## config.mk

```make
export PLATFORM = sky130hd
export DESIGN_NAME = ict_core_seq
export DESIGN_NICKNAME = d
export VERILOG_FILES = /design/src/core/ict_pkg.sv /design/src/core/ict_mul_len.sv /design/src/core/ict_core_seq.sv
export SDC_FILE = /design/constraint.sdc
export NUM_CORES = 1
export LEC_CHECK = 0
export ABC_AREA = 1
export BUFFER_PORTS_ARGS = -buffer_cell sky130_fd_sc_hd__buf_2
export CORE_MARGIN = 3
export CORE_UTILIZATION = 26
export CTS_BUF_LIST = sky130_fd_sc_hd__clkbuf_8
export DETAILED_ROUTE_END_ITERATION = 10
export PLACE_DENSITY = 0.43
export SYNTH_ARGS = -nofsm -noshare
export SYNTH_HDL_FRONTEND = slang
export SYNTH_SLANG_ARGS = --single-unit
export TNS_END_PERCENT = 50
```

## constraint.sdc

```tcl
create_clock -name sys_clk -period 4.69 [get_ports sys_clk]
set_input_delay 0.469 -clock sys_clk [delete_from_list [all_inputs] [get_ports sys_clk]]
set_output_delay 0.469 -clock sys_clk [all_outputs]
set_load 0.01 [all_outputs]
```

## src/core/ict_pkg.sv

```systemverilog
// instruction cycle timing: shared constants and types
// assumes one 100 MHz clock, synchronous active-high reset
package ict_pkg;
    // ---------------------------------------------------------------
    // instruction classes presented by the decoder
    // ---------------------------------------------------------------
    typedef enum logic [4:0] {
        ICT_DP      = 5'h00,
        ICT_DP_RS   = 5'h01,
        ICT_DP_PC   = 5'h02,
        ICT_LDR     = 5'h03,
        ICT_LDR_PC  = 5'h04,
        ICT_STR     = 5'h05,
        ICT_LDM     = 5'h06,
        ICT_LDM_PC  = 5'h07,
        ICT_STM     = 5'h08,
        ICT_BRANCH  = 5'h09,
        ICT_SWI     = 5'h0A,
        ICT_MUL     = 5'h0B,
        ICT_CDP     = 5'h0C,
        ICT_CPLS    = 5'h0D,
        ICT_MCR     = 5'h0E,
        ICT_MRC     = 5'h0F,
        ICT_UNDEF   = 5'h10
    } ict_class_t;

    // bus cycle kinds, encoded as {memory_request_n, sequential_access}
    typedef enum logic [1:0] {
        ICT_CYC_N = 2'h0,
        ICT_CYC_S = 2'h1,
        ICT_CYC_I = 2'h2,
        ICT_CYC_C = 2'h3
    } ict_cyc_t;

    // one-hot sequencer states
    typedef enum logic [6:0] {
        ICT_ST_IDLE  = 7'h01,
        ICT_ST_EXEC  = 7'h02,
        ICT_ST_WAIT  = 7'h04,
        ICT_ST_OFFER = 7'h08,
        ICT_ST_UINT  = 7'h10,
        ICT_ST_VEC0  = 7'h20,
        ICT_ST_VEC1  = 7'h40
    } ict_state_t;

    localparam int ICT_ADDR_W = 26;
    localparam int ICT_DATA_W = 32;
    localparam int ICT_CNT_W = 6;
    localparam int ICT_MUL_MAX = 16;
    localparam logic [ICT_ADDR_W-1:0] ICT_FETCH_AHEAD = 26'h0000008;
    localparam logic [ICT_ADDR_W-1:0] ICT_WORD_STEP = 26'h0000004;
    localparam logic [ICT_ADDR_W-1:0] ICT_RESET_PC = 26'h0000000;
endpackage : ict_pkg

```

## src/core/ict_mul_len.sv

```systemverilog
// multiply length: iteration count m from the multiplier operand
// assumes a purely combinational use inside the sequencer
module ict_mul_len #(
    parameter int MAX_M = 16
) (
    input wire logic [31:0] operand,
    output logic [4:0] m_count
);
    // m is the smallest m with operand < 2^(2m-1), capped at MAX_M; 0 and 1 give 1
    always_comb begin
        m_count = 5'(MAX_M);
        for (int k = MAX_M - 1; k >= 1; k--) begin
            if (operand < (33'h1 << (2 * k - 1))) begin
                m_count = 5'(k);
            end
        end
    end
endmodule : ict_mul_len

```

## src/core/ict_core_seq.sv

```systemverilog
// instruction cycle sequencer: drives bus cycle class per clock
// assumes decoder presents class with instr_valid; coprocessor lines synchronous
// ---------------------------------------------------------------
// sequencer
// ---------------------------------------------------------------
module ict_core_seq #(
    parameter int ADDR_W = ict_pkg::ICT_ADDR_W
) (
    input wire logic sys_clk,
    input wire logic reset,
    input wire logic instr_valid,
    input wire ict_pkg::ict_class_t instr_class,
    input wire logic cond_pass,
    input wire logic [4:0] word_count,
    input wire logic [31:0] mul_operand,
    input wire logic [ADDR_W-1:0] alu_addr,
    input wire logic [ADDR_W-1:0] trap_vector_address,
    input wire logic coproc_absent_line,
    input wire logic coproc_busy_line,
    input wire logic addr_exception,
    input wire logic irq_req,
    input wire logic firq_req,
    input wire logic core_reset_req,
    output logic instr_ready,
    output logic [ADDR_W-1:0] bus_addr,
    output logic memory_request_n,
    output logic sequential_access,
    output logic opcode_fetch_n,
    output logic coproc_instr_offer_n,
    output logic write_n_read,
    output logic irq_pending,
    output logic firq_pending,
    output logic reset_pending,
    output logic [ADDR_W-1:0] pc_out
);
    typedef struct packed {
        ict_pkg::ict_state_t st;
        logic [ADDR_W-1:0] pc;
        logic [ADDR_W-1:0] addr;
        logic [ict_pkg::ICT_CNT_W-1:0] left;
        logic [ict_pkg::ICT_CNT_W-1:0] idx;
        ict_pkg::ict_class_t cls;
        logic [1:0] kind;
        logic opc_n;
        logic cpi_n;
        logic wr;
        logic irq;
        logic firq;
        logic rst;
    } ict_core_t;

    ict_core_t q;
    ict_core_t d;
    logic [4:0] m_count;

    ict_mul_len #(
        .MAX_M(ict_pkg::ICT_MUL_MAX)
    ) u_mul_len (
        .operand(mul_operand),
        .m_count(m_count)
    );

    // total cycles of one executed class, from word count n and multiply length m
    function automatic logic [ict_pkg::ICT_CNT_W-1:0] cyc_len(
        input ict_pkg::ict_class_t c,
        input logic [4:0] n,
        input logic [4:0] m
    );
        logic [ict_pkg::ICT_CNT_W-1:0] nn;
        nn = {1'b0, n};
        case (c)
            ict_pkg::ICT_DP: cyc_len = 6'h01;
            ict_pkg::ICT_DP_RS: cyc_len = 6'h02;
            ict_pkg::ICT_DP_PC: cyc_len = 6'h03;
            ict_pkg::ICT_LDR: cyc_len = 6'h03;
            ict_pkg::ICT_LDR_PC: cyc_len = 6'h05;
            ict_pkg::ICT_STR: cyc_len = 6'h02;
            ict_pkg::ICT_LDM: cyc_len = 6'(nn + 6'h02);
            ict_pkg::ICT_LDM_PC: cyc_len = 6'(nn + 6'h04);
            ict_pkg::ICT_STM: cyc_len = 6'(nn + 6'h01);
            ict_pkg::ICT_BRANCH: cyc_len = 6'h03;
            ict_pkg::ICT_SWI: cyc_len = 6'h03;
            ict_pkg::ICT_MUL: cyc_len = 6'({1'b0, m} + 6'h01);
            ict_pkg::ICT_CDP: cyc_len = 6'h01;
            ict_pkg::ICT_CPLS: cyc_len = 6'h03;
            ict_pkg::ICT_MCR: cyc_len = 6'h02;
            ict_pkg::ICT_MRC: cyc_len = 6'h03;
            default: cyc_len = 6'h01;
        endcase
    endfunction : cyc_len

    // kind of cycle i (0 first) within a class of length len
    function automatic ict_pkg::ict_cyc_t cyc_kind(
        input ict_pkg::ict_class_t c,
        input logic [ict_pkg::ICT_CNT_W-1:0] i,
        input logic [ict_pkg::ICT_CNT_W-1:0] len
    );
        logic last;
        last = (i == 6'(len - 6'h01));
        cyc_kind = ict_pkg::ICT_CYC_S;
        case (c)
            ict_pkg::ICT_DP_RS: if (i == 6'h00) cyc_kind = ict_pkg::ICT_CYC_I;
            ict_pkg::ICT_DP_PC, ict_pkg::ICT_BRANCH, ict_pkg::ICT_SWI: begin
                if (i == 6'h00) cyc_kind = ict_pkg::ICT_CYC_N;
            end
            ict_pkg::ICT_LDR: begin
                if (i == 6'h00) cyc_kind = ict_pkg::ICT_CYC_N;
                else if (i == 6'h01) cyc_kind = ict_pkg::ICT_CYC_I;
            end
            ict_pkg::ICT_LDR_PC: begin
                if (i <= 6'h01) cyc_kind = ict_pkg::ICT_CYC_N;
                else if (i == 6'h02) cyc_kind = ict_pkg::ICT_CYC_I;
            end
            ict_pkg::ICT_STR: cyc_kind = ict_pkg::ICT_CYC_N;
            ict_pkg::ICT_LDM: begin
                if (i == 6'h00) cyc_kind = ict_pkg::ICT_CYC_N;
                else if (last) cyc_kind = ict_pkg::ICT_CYC_I;
            end
            ict_pkg::ICT_LDM_PC: begin
                if (i == 6'h00 || i == 6'(len - 6'h02)) cyc_kind = ict_pkg::ICT_CYC_N;
                else if (i == 6'(len - 6'h03)) cyc_kind = ict_pkg::ICT_CYC_I;
            end
            ict_pkg::ICT_STM: begin
                if (i == 6'h00 || last) cyc_kind = ict_pkg::ICT_CYC_N;
            end
            ict_pkg::ICT_MUL: if (i != 6'h00) cyc_kind = ict_pkg::ICT_CYC_I;
            ict_pkg::ICT_CPLS: if (i != 6'h00) cyc_kind = ict_pkg::ICT_CYC_N;
            ict_pkg::ICT_MCR: if (last) cyc_kind = ict_pkg::ICT_CYC_C;
            ict_pkg::ICT_MRC: begin
                if (i == 6'h01) cyc_kind = ict_pkg::ICT_CYC_I;
                else if (last) cyc_kind = ict_pkg::ICT_CYC_C;
            end
            default: cyc_kind = ict_pkg::ICT_CYC_S;
        endcase
    endfunction : cyc_kind

    function automatic logic is_coproc(input ict_pkg::ict_class_t c);
        is_coproc = (c == ict_pkg::ICT_CDP) || (c == ict_pkg::ICT_CPLS) ||
            (c == ict_pkg::ICT_MCR) || (c == ict_pkg::ICT_MRC);
    endfunction : is_coproc

    function automatic logic is_store(input ict_pkg::ict_class_t c);
        is_store = (c == ict_pkg::ICT_STR) || (c == ict_pkg::ICT_STM);
    endfunction : is_store

    // drive one cycle of an instruction: kind and address
    function automatic ict_core_t put(
        input ict_core_t s,
        input ict_pkg::ict_cyc_t k,
        input logic [ADDR_W-1:0] alu
    );
        ict_core_t r;
        r = s;
        r.kind = k;
        // sequential addresses come from the incrementer, N addresses from the alu, I and C keep the address
        if (k == ict_pkg::ICT_CYC_N) r.addr = alu;
        else if (k == ict_pkg::ICT_CYC_S) r.addr = ADDR_W'(s.addr + ict_pkg::ICT_WORD_STEP);
        put = r;
    endfunction : put

    logic [ict_pkg::ICT_CNT_W-1:0] len;
    ict_pkg::ict_cyc_t k0;

    always_comb begin
        d = q;
        d.opc_n = 1'b1;
        d.cpi_n = 1'b1;
        d.wr = 1'b0;
        // requests captured every cycle and held until reset
        d.irq = q.irq | irq_req;
        d.firq = q.firq | firq_req;
        d.rst = q.rst | core_reset_req;
        len = cyc_len(instr_class, word_count, m_count);
        k0 = cyc_kind(instr_class, 6'h00, len);
        case (q.st)
            ict_pkg::ICT_ST_IDLE, ict_pkg::ICT_ST_EXEC, ict_pkg::ICT_ST_WAIT: begin
                if (q.st == ict_pkg::ICT_ST_WAIT && coproc_absent_line) begin
                    d.kind = ict_pkg::ICT_CYC_I;
                    d.st = ict_pkg::ICT_ST_UINT;
                end else if (q.st == ict_pkg::ICT_ST_WAIT && coproc_busy_line) begin
                    // busy-wait adds one internal cycle per busy sample
                    d.kind = ict_pkg::ICT_CYC_I;
                    d.cpi_n = 1'b0;
                end else if (q.st != ict_pkg::ICT_ST_IDLE && q.left != 6'h00) begin
                    d = put(d, cyc_kind(q.cls, q.idx, 6'(q.idx + q.left)), alu_addr);
                    d.wr = (q.st == ict_pkg::ICT_ST_WAIT) ? (q.cls == ict_pkg::ICT_MCR)
                        : (is_store(q.cls) && (q.idx != 6'h00));
                    d.st = ict_pkg::ICT_ST_EXEC;
                    d.idx = 6'(q.idx + 6'h01);
                    d.left = 6'(q.left - 6'h01);
                end else if (instr_valid) begin
                    d.pc = ADDR_W'(q.pc + ict_pkg::ICT_WORD_STEP);
                    d.cls = instr_class;
                    d.idx = 6'h01;
                    if (!cond_pass) begin
                        d.kind = ict_pkg::ICT_CYC_S;
                        d.addr = ADDR_W'(q.pc + ict_pkg::ICT_FETCH_AHEAD);
                        d.opc_n = 1'b0;
                        d.left = 6'h00;
                        d.st = ict_pkg::ICT_ST_EXEC;
                    end else if (instr_class == ict_pkg::ICT_UNDEF) begin
                        d.kind = ict_pkg::ICT_CYC_I;
                        d.addr = ADDR_W'(q.pc + ict_pkg::ICT_FETCH_AHEAD);
                        d.opc_n = 1'b0;
                        d.cpi_n = 1'b0;
                        d.st = ict_pkg::ICT_ST_OFFER;
                    end else begin
                        d.kind = k0;
                        d.addr = ADDR_W'(q.pc + ict_pkg::ICT_FETCH_AHEAD);
                        d.opc_n = 1'b0;
                        d.cpi_n = !is_coproc(instr_class);
                        d.left = 6'(len - 6'h01);
                        d.st = is_coproc(instr_class) ? ict_pkg::ICT_ST_WAIT
                                                      : ict_pkg::ICT_ST_EXEC;
                    end
                end else begin
                    d.kind = ict_pkg::ICT_CYC_I;
                    d.st = ict_pkg::ICT_ST_IDLE;
                end
            end
            ict_pkg::ICT_ST_OFFER: begin
                if (coproc_absent_line) begin
                    d.kind = ict_pkg::ICT_CYC_N;
                    d.opc_n = 1'b0;
                    d.st = ict_pkg::ICT_ST_VEC0;
                end else begin
                    d.kind = ict_pkg::ICT_CYC_I;
                    d.cpi_n = 1'b0;
                end
            end
            ict_pkg::ICT_ST_UINT: begin
                d.kind = ict_pkg::ICT_CYC_N;
                d.opc_n = 1'b0;
                d.st = ict_pkg::ICT_ST_VEC0;
            end
            ict_pkg::ICT_ST_VEC0: begin
                d.kind = ict_pkg::ICT_CYC_S;
                d.addr = trap_vector_address;
                d.opc_n = 1'b0;
                d.st = ict_pkg::ICT_ST_VEC1;
            end
            ict_pkg::ICT_ST_VEC1: begin
                d.kind = ict_pkg::ICT_CYC_S;
                d.addr = ADDR_W'(trap_vector_address + ict_pkg::ICT_WORD_STEP);
                d.opc_n = 1'b0;
                d.pc = trap_vector_address;
                d.st = ict_pkg::ICT_ST_IDLE;
            end
            default: d.st = ict_pkg::ICT_ST_IDLE;
        endcase
    end

    always_ff @(posedge sys_clk) begin
        if (reset) begin
            q <= '0;
            q.st <= ict_pkg::ICT_ST_IDLE;
            q.pc <= ict_pkg::ICT_RESET_PC;
            q.kind <= ict_pkg::ICT_CYC_I;
            q.opc_n <= 1'b1;
            q.cpi_n <= 1'b1;
        end else begin
            q <= d;
        end
    end

    // ---------------------------------------------------------------
    // outputs
    // ---------------------------------------------------------------
    // internal cycles are assumed to cost one clock at the memory side
    // a coprocessor op with no busy sample left ends at once, so b=0 adds no cycle
    assign instr_ready = (q.st == ict_pkg::ICT_ST_IDLE) ||
        (q.st == ict_pkg::ICT_ST_EXEC && q.left == 6'h00) ||
        (q.st == ict_pkg::ICT_ST_WAIT && !coproc_absent_line && !coproc_busy_line &&
        q.left == 6'h00);
    assign bus_addr = q.addr;
    assign memory_request_n = q.kind[1];
    assign sequential_access = q.kind[0];
    assign opcode_fetch_n = q.opc_n;
    assign coproc_instr_offer_n = q.cpi_n;
    // exception on a store turns the cycle into a read, same cycle
    assign write_n_read = q.wr & ~addr_exception;
    assign irq_pending = q.irq;
    assign firq_pending = q.firq;
    assign reset_pending = q.rst;
    assign pc_out = q.pc;
endmodule : ict_core_seq

```

==> impl_metrics.toml <==
[detailed_routing]
first_pass_iters = 7
dr_total_vias = 9767
drt_iter0_drc = 684
route.detailed.drc = 0
post_drt_via_cell_ratio = 4.75
wl_um = 33300
ant_nets = 0
wl_per_cell_um = 16.2

[sta]
max_slew.worst_pin.slew_ns = 0.813
clock.fmax_ghz = 0.260
tns_ns = 0
fin_skew_ns = 0.0144
min_period_ns = 3.84
rsz0062_at_grt = "false"
setup_viol = 0
hold_viol = 0
drv_slew = 0
period_share = 0.819
relSlewSlack = 0.458
hold_slack_ns = 0.282

[critical_path]
path_class = "reg -> reg"
regToRegEndpoint = "bus_addr[1]$_SDFFE_PP0P_"
slowest_stage = "fa_1"
end_kind = "flip-flop"
cp-start-kind = "flip-flop"
crit_cells = 22
crit_arrival_ns = 4.16
critical_path_buf_inv_count = 4
cpPeakStageDelay_ns = 0.50
r2r_start = "q[13]$_SDFFE_PP0P_"
cp_common_cell = "nand2_1"
worstRegToRegCells = 22
cp_max_fo = 27
r2r_slack_ns = 0.85
path_cells = "ha_1 > fa_1 > inv_1 > ha_1 > nand2_1 > inv_1 > nand3_1 > nand2_1 > nand2_1 > nand2_1 > nand2_1 > nand3_1 > nand2_1 > inv_1 > nand3_2 > nand2_2 > nand3_4 > inv_4 > nand2_1 > nand2_1 > nand2_1 > nor2_1"
cp_top_family = "simple AND/OR/NAND/NOR gates"
required_ns = 5.01

[grt]
overflow = 0
grt_first_pass_wirelength_um = 52200
grt_max_degree = 54
antenna_found_initial = 1
grt_pass1_vias = 9192
gr-usage-all-layers = 0.181

[run_status]
status = "complete, no violations"

[yosys]
postSynthAreaPerCell_um2 = 5.90
synth_fp_nets = 1644
yosys-top-cells-area = "dfxtp_1 19%, nand2_1 14%, nor2_1 8.2%, inv_1 7.5%, nand3_1 6.9%"
synth_top_area_frac = 0.188
synth_flop_cell = "dfxtp_1"
yosysWarnings = 0
ys_seq_elements = 84
synthCells = 1514
yosys.area.top_type = "dfxtp_1"
synth-edff-count = 0
async_reset_ff_frac = 0
syn_area_um2 = 8930
ys_seq_area_frac = 0.188
post_synth_num_cell_types = 59

[clock_tree]
cts.clk_slew.worst_paths_ns = 0.09
cts-buffers-inserted = 9
clock_latency_ns = 0.39
cts_sinks = 84
clk_path_buf_depth = 2
root_buffer = "clkbuf_8"
postCtsResizedCells = 0
post_cts_buffers = 0
holdBufCountCts = 0
cts-htree-levels = 3
cts_tree = "yes"

[placed_design]
portBuffers = 163
dp_hpwl_um = 26700
gp_congestion = 0.919

[run]
max_cap_violations = 0

[final_layout]
syn_to_final_growth_pct = 11.7
num-nets-final = 1733
final_cell_mix = "334 x nand2_1, 194 x nor2_1, 180 x inv_1, 163 x buf_2, 123 x nand3_1"
mostFrequentLayoutCell = "nand2_1"
drive_above_1_share = 0.147

[die]
core_um2 = 33700
rows = 67
die_w_um = 191
num_io_pins = 165
die-area_um2 = 36600
die_h_um = 191
initial_utilization = 0.265

[pwr]
vdd.ir_drop.worst_mv = 0.316
p_leak_nw = 4.48
powerDensity_nw_per_um2 = 599

[worst_hold_path]
hp-start = "irq_req"
holdPathStages = 3
hold_class = "in -> reg"
holdPathEnd = "irq_pending$_SDFF_PP0_"
## cell type report
type / instances / area (um2)
flip-flops and latches: 84 / 1680
diodes: 1 / 2.50
repair buffers: 173 / 891
clock buffers: 11 / 151
clock inverters: 5 / 51.3
inverters: 191 / 719
multi-input cells: 1144 / 5910
fillers: 3922 / 23700
well taps: 448 / 561
## worst reg2reg max path, stage by stage, from the launching register on
cell	delay, ns
dfxtp_1	0.45
ha_1	0.26
fa_1	0.50
inv_1	0.18
ha_1	0.26
nand2_1	0.11
inv_1	0.08
nand3_1	0.07
nand2_1	0.10
nand2_1	0.05
nand2_1	0.05
nand2_1	0.09
nand3_1	0.09
nand2_1	0.10
inv_1	0.09
nand3_2	0.19
nand2_2	0.15
nand3_4	0.25
inv_4	0.38
nand2_1	0.13
nand2_1	0.08
nand2_1	0.04
nor2_1	0.09
## per-stage QoR
step / setup WS (ns) / utilization / area (um2) / std cells / total power [mW]
after floorplan: 1.51 / - / 8930 / 1514 / 4.32
after global placement: 0.821 / 0.290 / 9770 / 2040 / 5.42
after detailed placement: 0.817 / 0.290 / 9770 / 2040 / 5.41
after CTS: 0.792 / 0.296 / 9970 / 2056 / 6.00
after global routing: 0.294 / 0.296 / 9970 / 2057 / 6.65
final: 0.849 / 0.296 / 9970 / 2057 / 5.98
## synthesized netlist by cell type, types with 23 or more instances
library cell,n
inv_1,179
xor2_1,42
nand4_1,23
nand2_1,334
nand3_1,123
nor3_1,36
nor2_1,194
ha_1,25
a21oi_1,97
buf_4,56
nand3b_1,31
o21ai_0,80
dfxtp_1,84
## layer usage
| metal | track usage | vias to the layer above | routed length (um) |
|---|---|---|---|
| met4 | 0.0344 | 0 | 381 |
| met3 | 0.0266 | 22 | 1870 |
| li1 | - | 5125 | - |
| met5 | 0 | - | 0 |
| met1 | 0.277 | 4369 | 17300 |
| met2 | 0.268 | 251 | 13700 |
## kinds of logic (layout without fill, tap and decap cells)
group,Yosys count,in the layout,share of synthesized area
flops,84,84,0.188
xor+xnor,54,54,0.0530
compound gates,266,266,0.171
buf+inv,286,380,0.149
other cells,0,1,0
fa+ha+maj,26,26,0.0373
simple gates,798,798,0.401
## registers in the layout (all words and copies together), names as in the netlist
signal	flops
bus_addr	26
pc_out	26
q	25
coproc_instr_offer_n	1
firq_pending	1
irq_pending	1
memory_request_n	1
opcode_fetch_n	1
reset_pending	1
sequential_access	1
## where the power goes
group / total [mW] / switching, mW / internal [mW]
Clock: 0.570 / 0.298 / 0.272
Combinational: 4.14 / 2.81 / 1.33
Sequential: 1.26 / 0.324 / 0.939
## worst max path at each step
stage,startpoint,endpoint
2_1_floorplan,mul_operand[31],memory_request_n$_SDFFE_PP1P_
3_3_place_gp,q[13]$_SDFFE_PP0P_,bus_addr[0]$_SDFFE_PP0P_
3_5_place_dp,q[13]$_SDFFE_PP0P_,bus_addr[0]$_SDFFE_PP0P_
4_1_cts,q[13]$_SDFFE_PP0P_,bus_addr[0]$_SDFFE_PP0P_
5_1_grt,q[13]$_SDFFE_PP0P_,bus_addr[0]$_SDFFE_PP0P_
6_report,q[13]$_SDFFE_PP0P_,bus_addr[1]$_SDFFE_PP0P_
(Power assumes the default switching activity.)
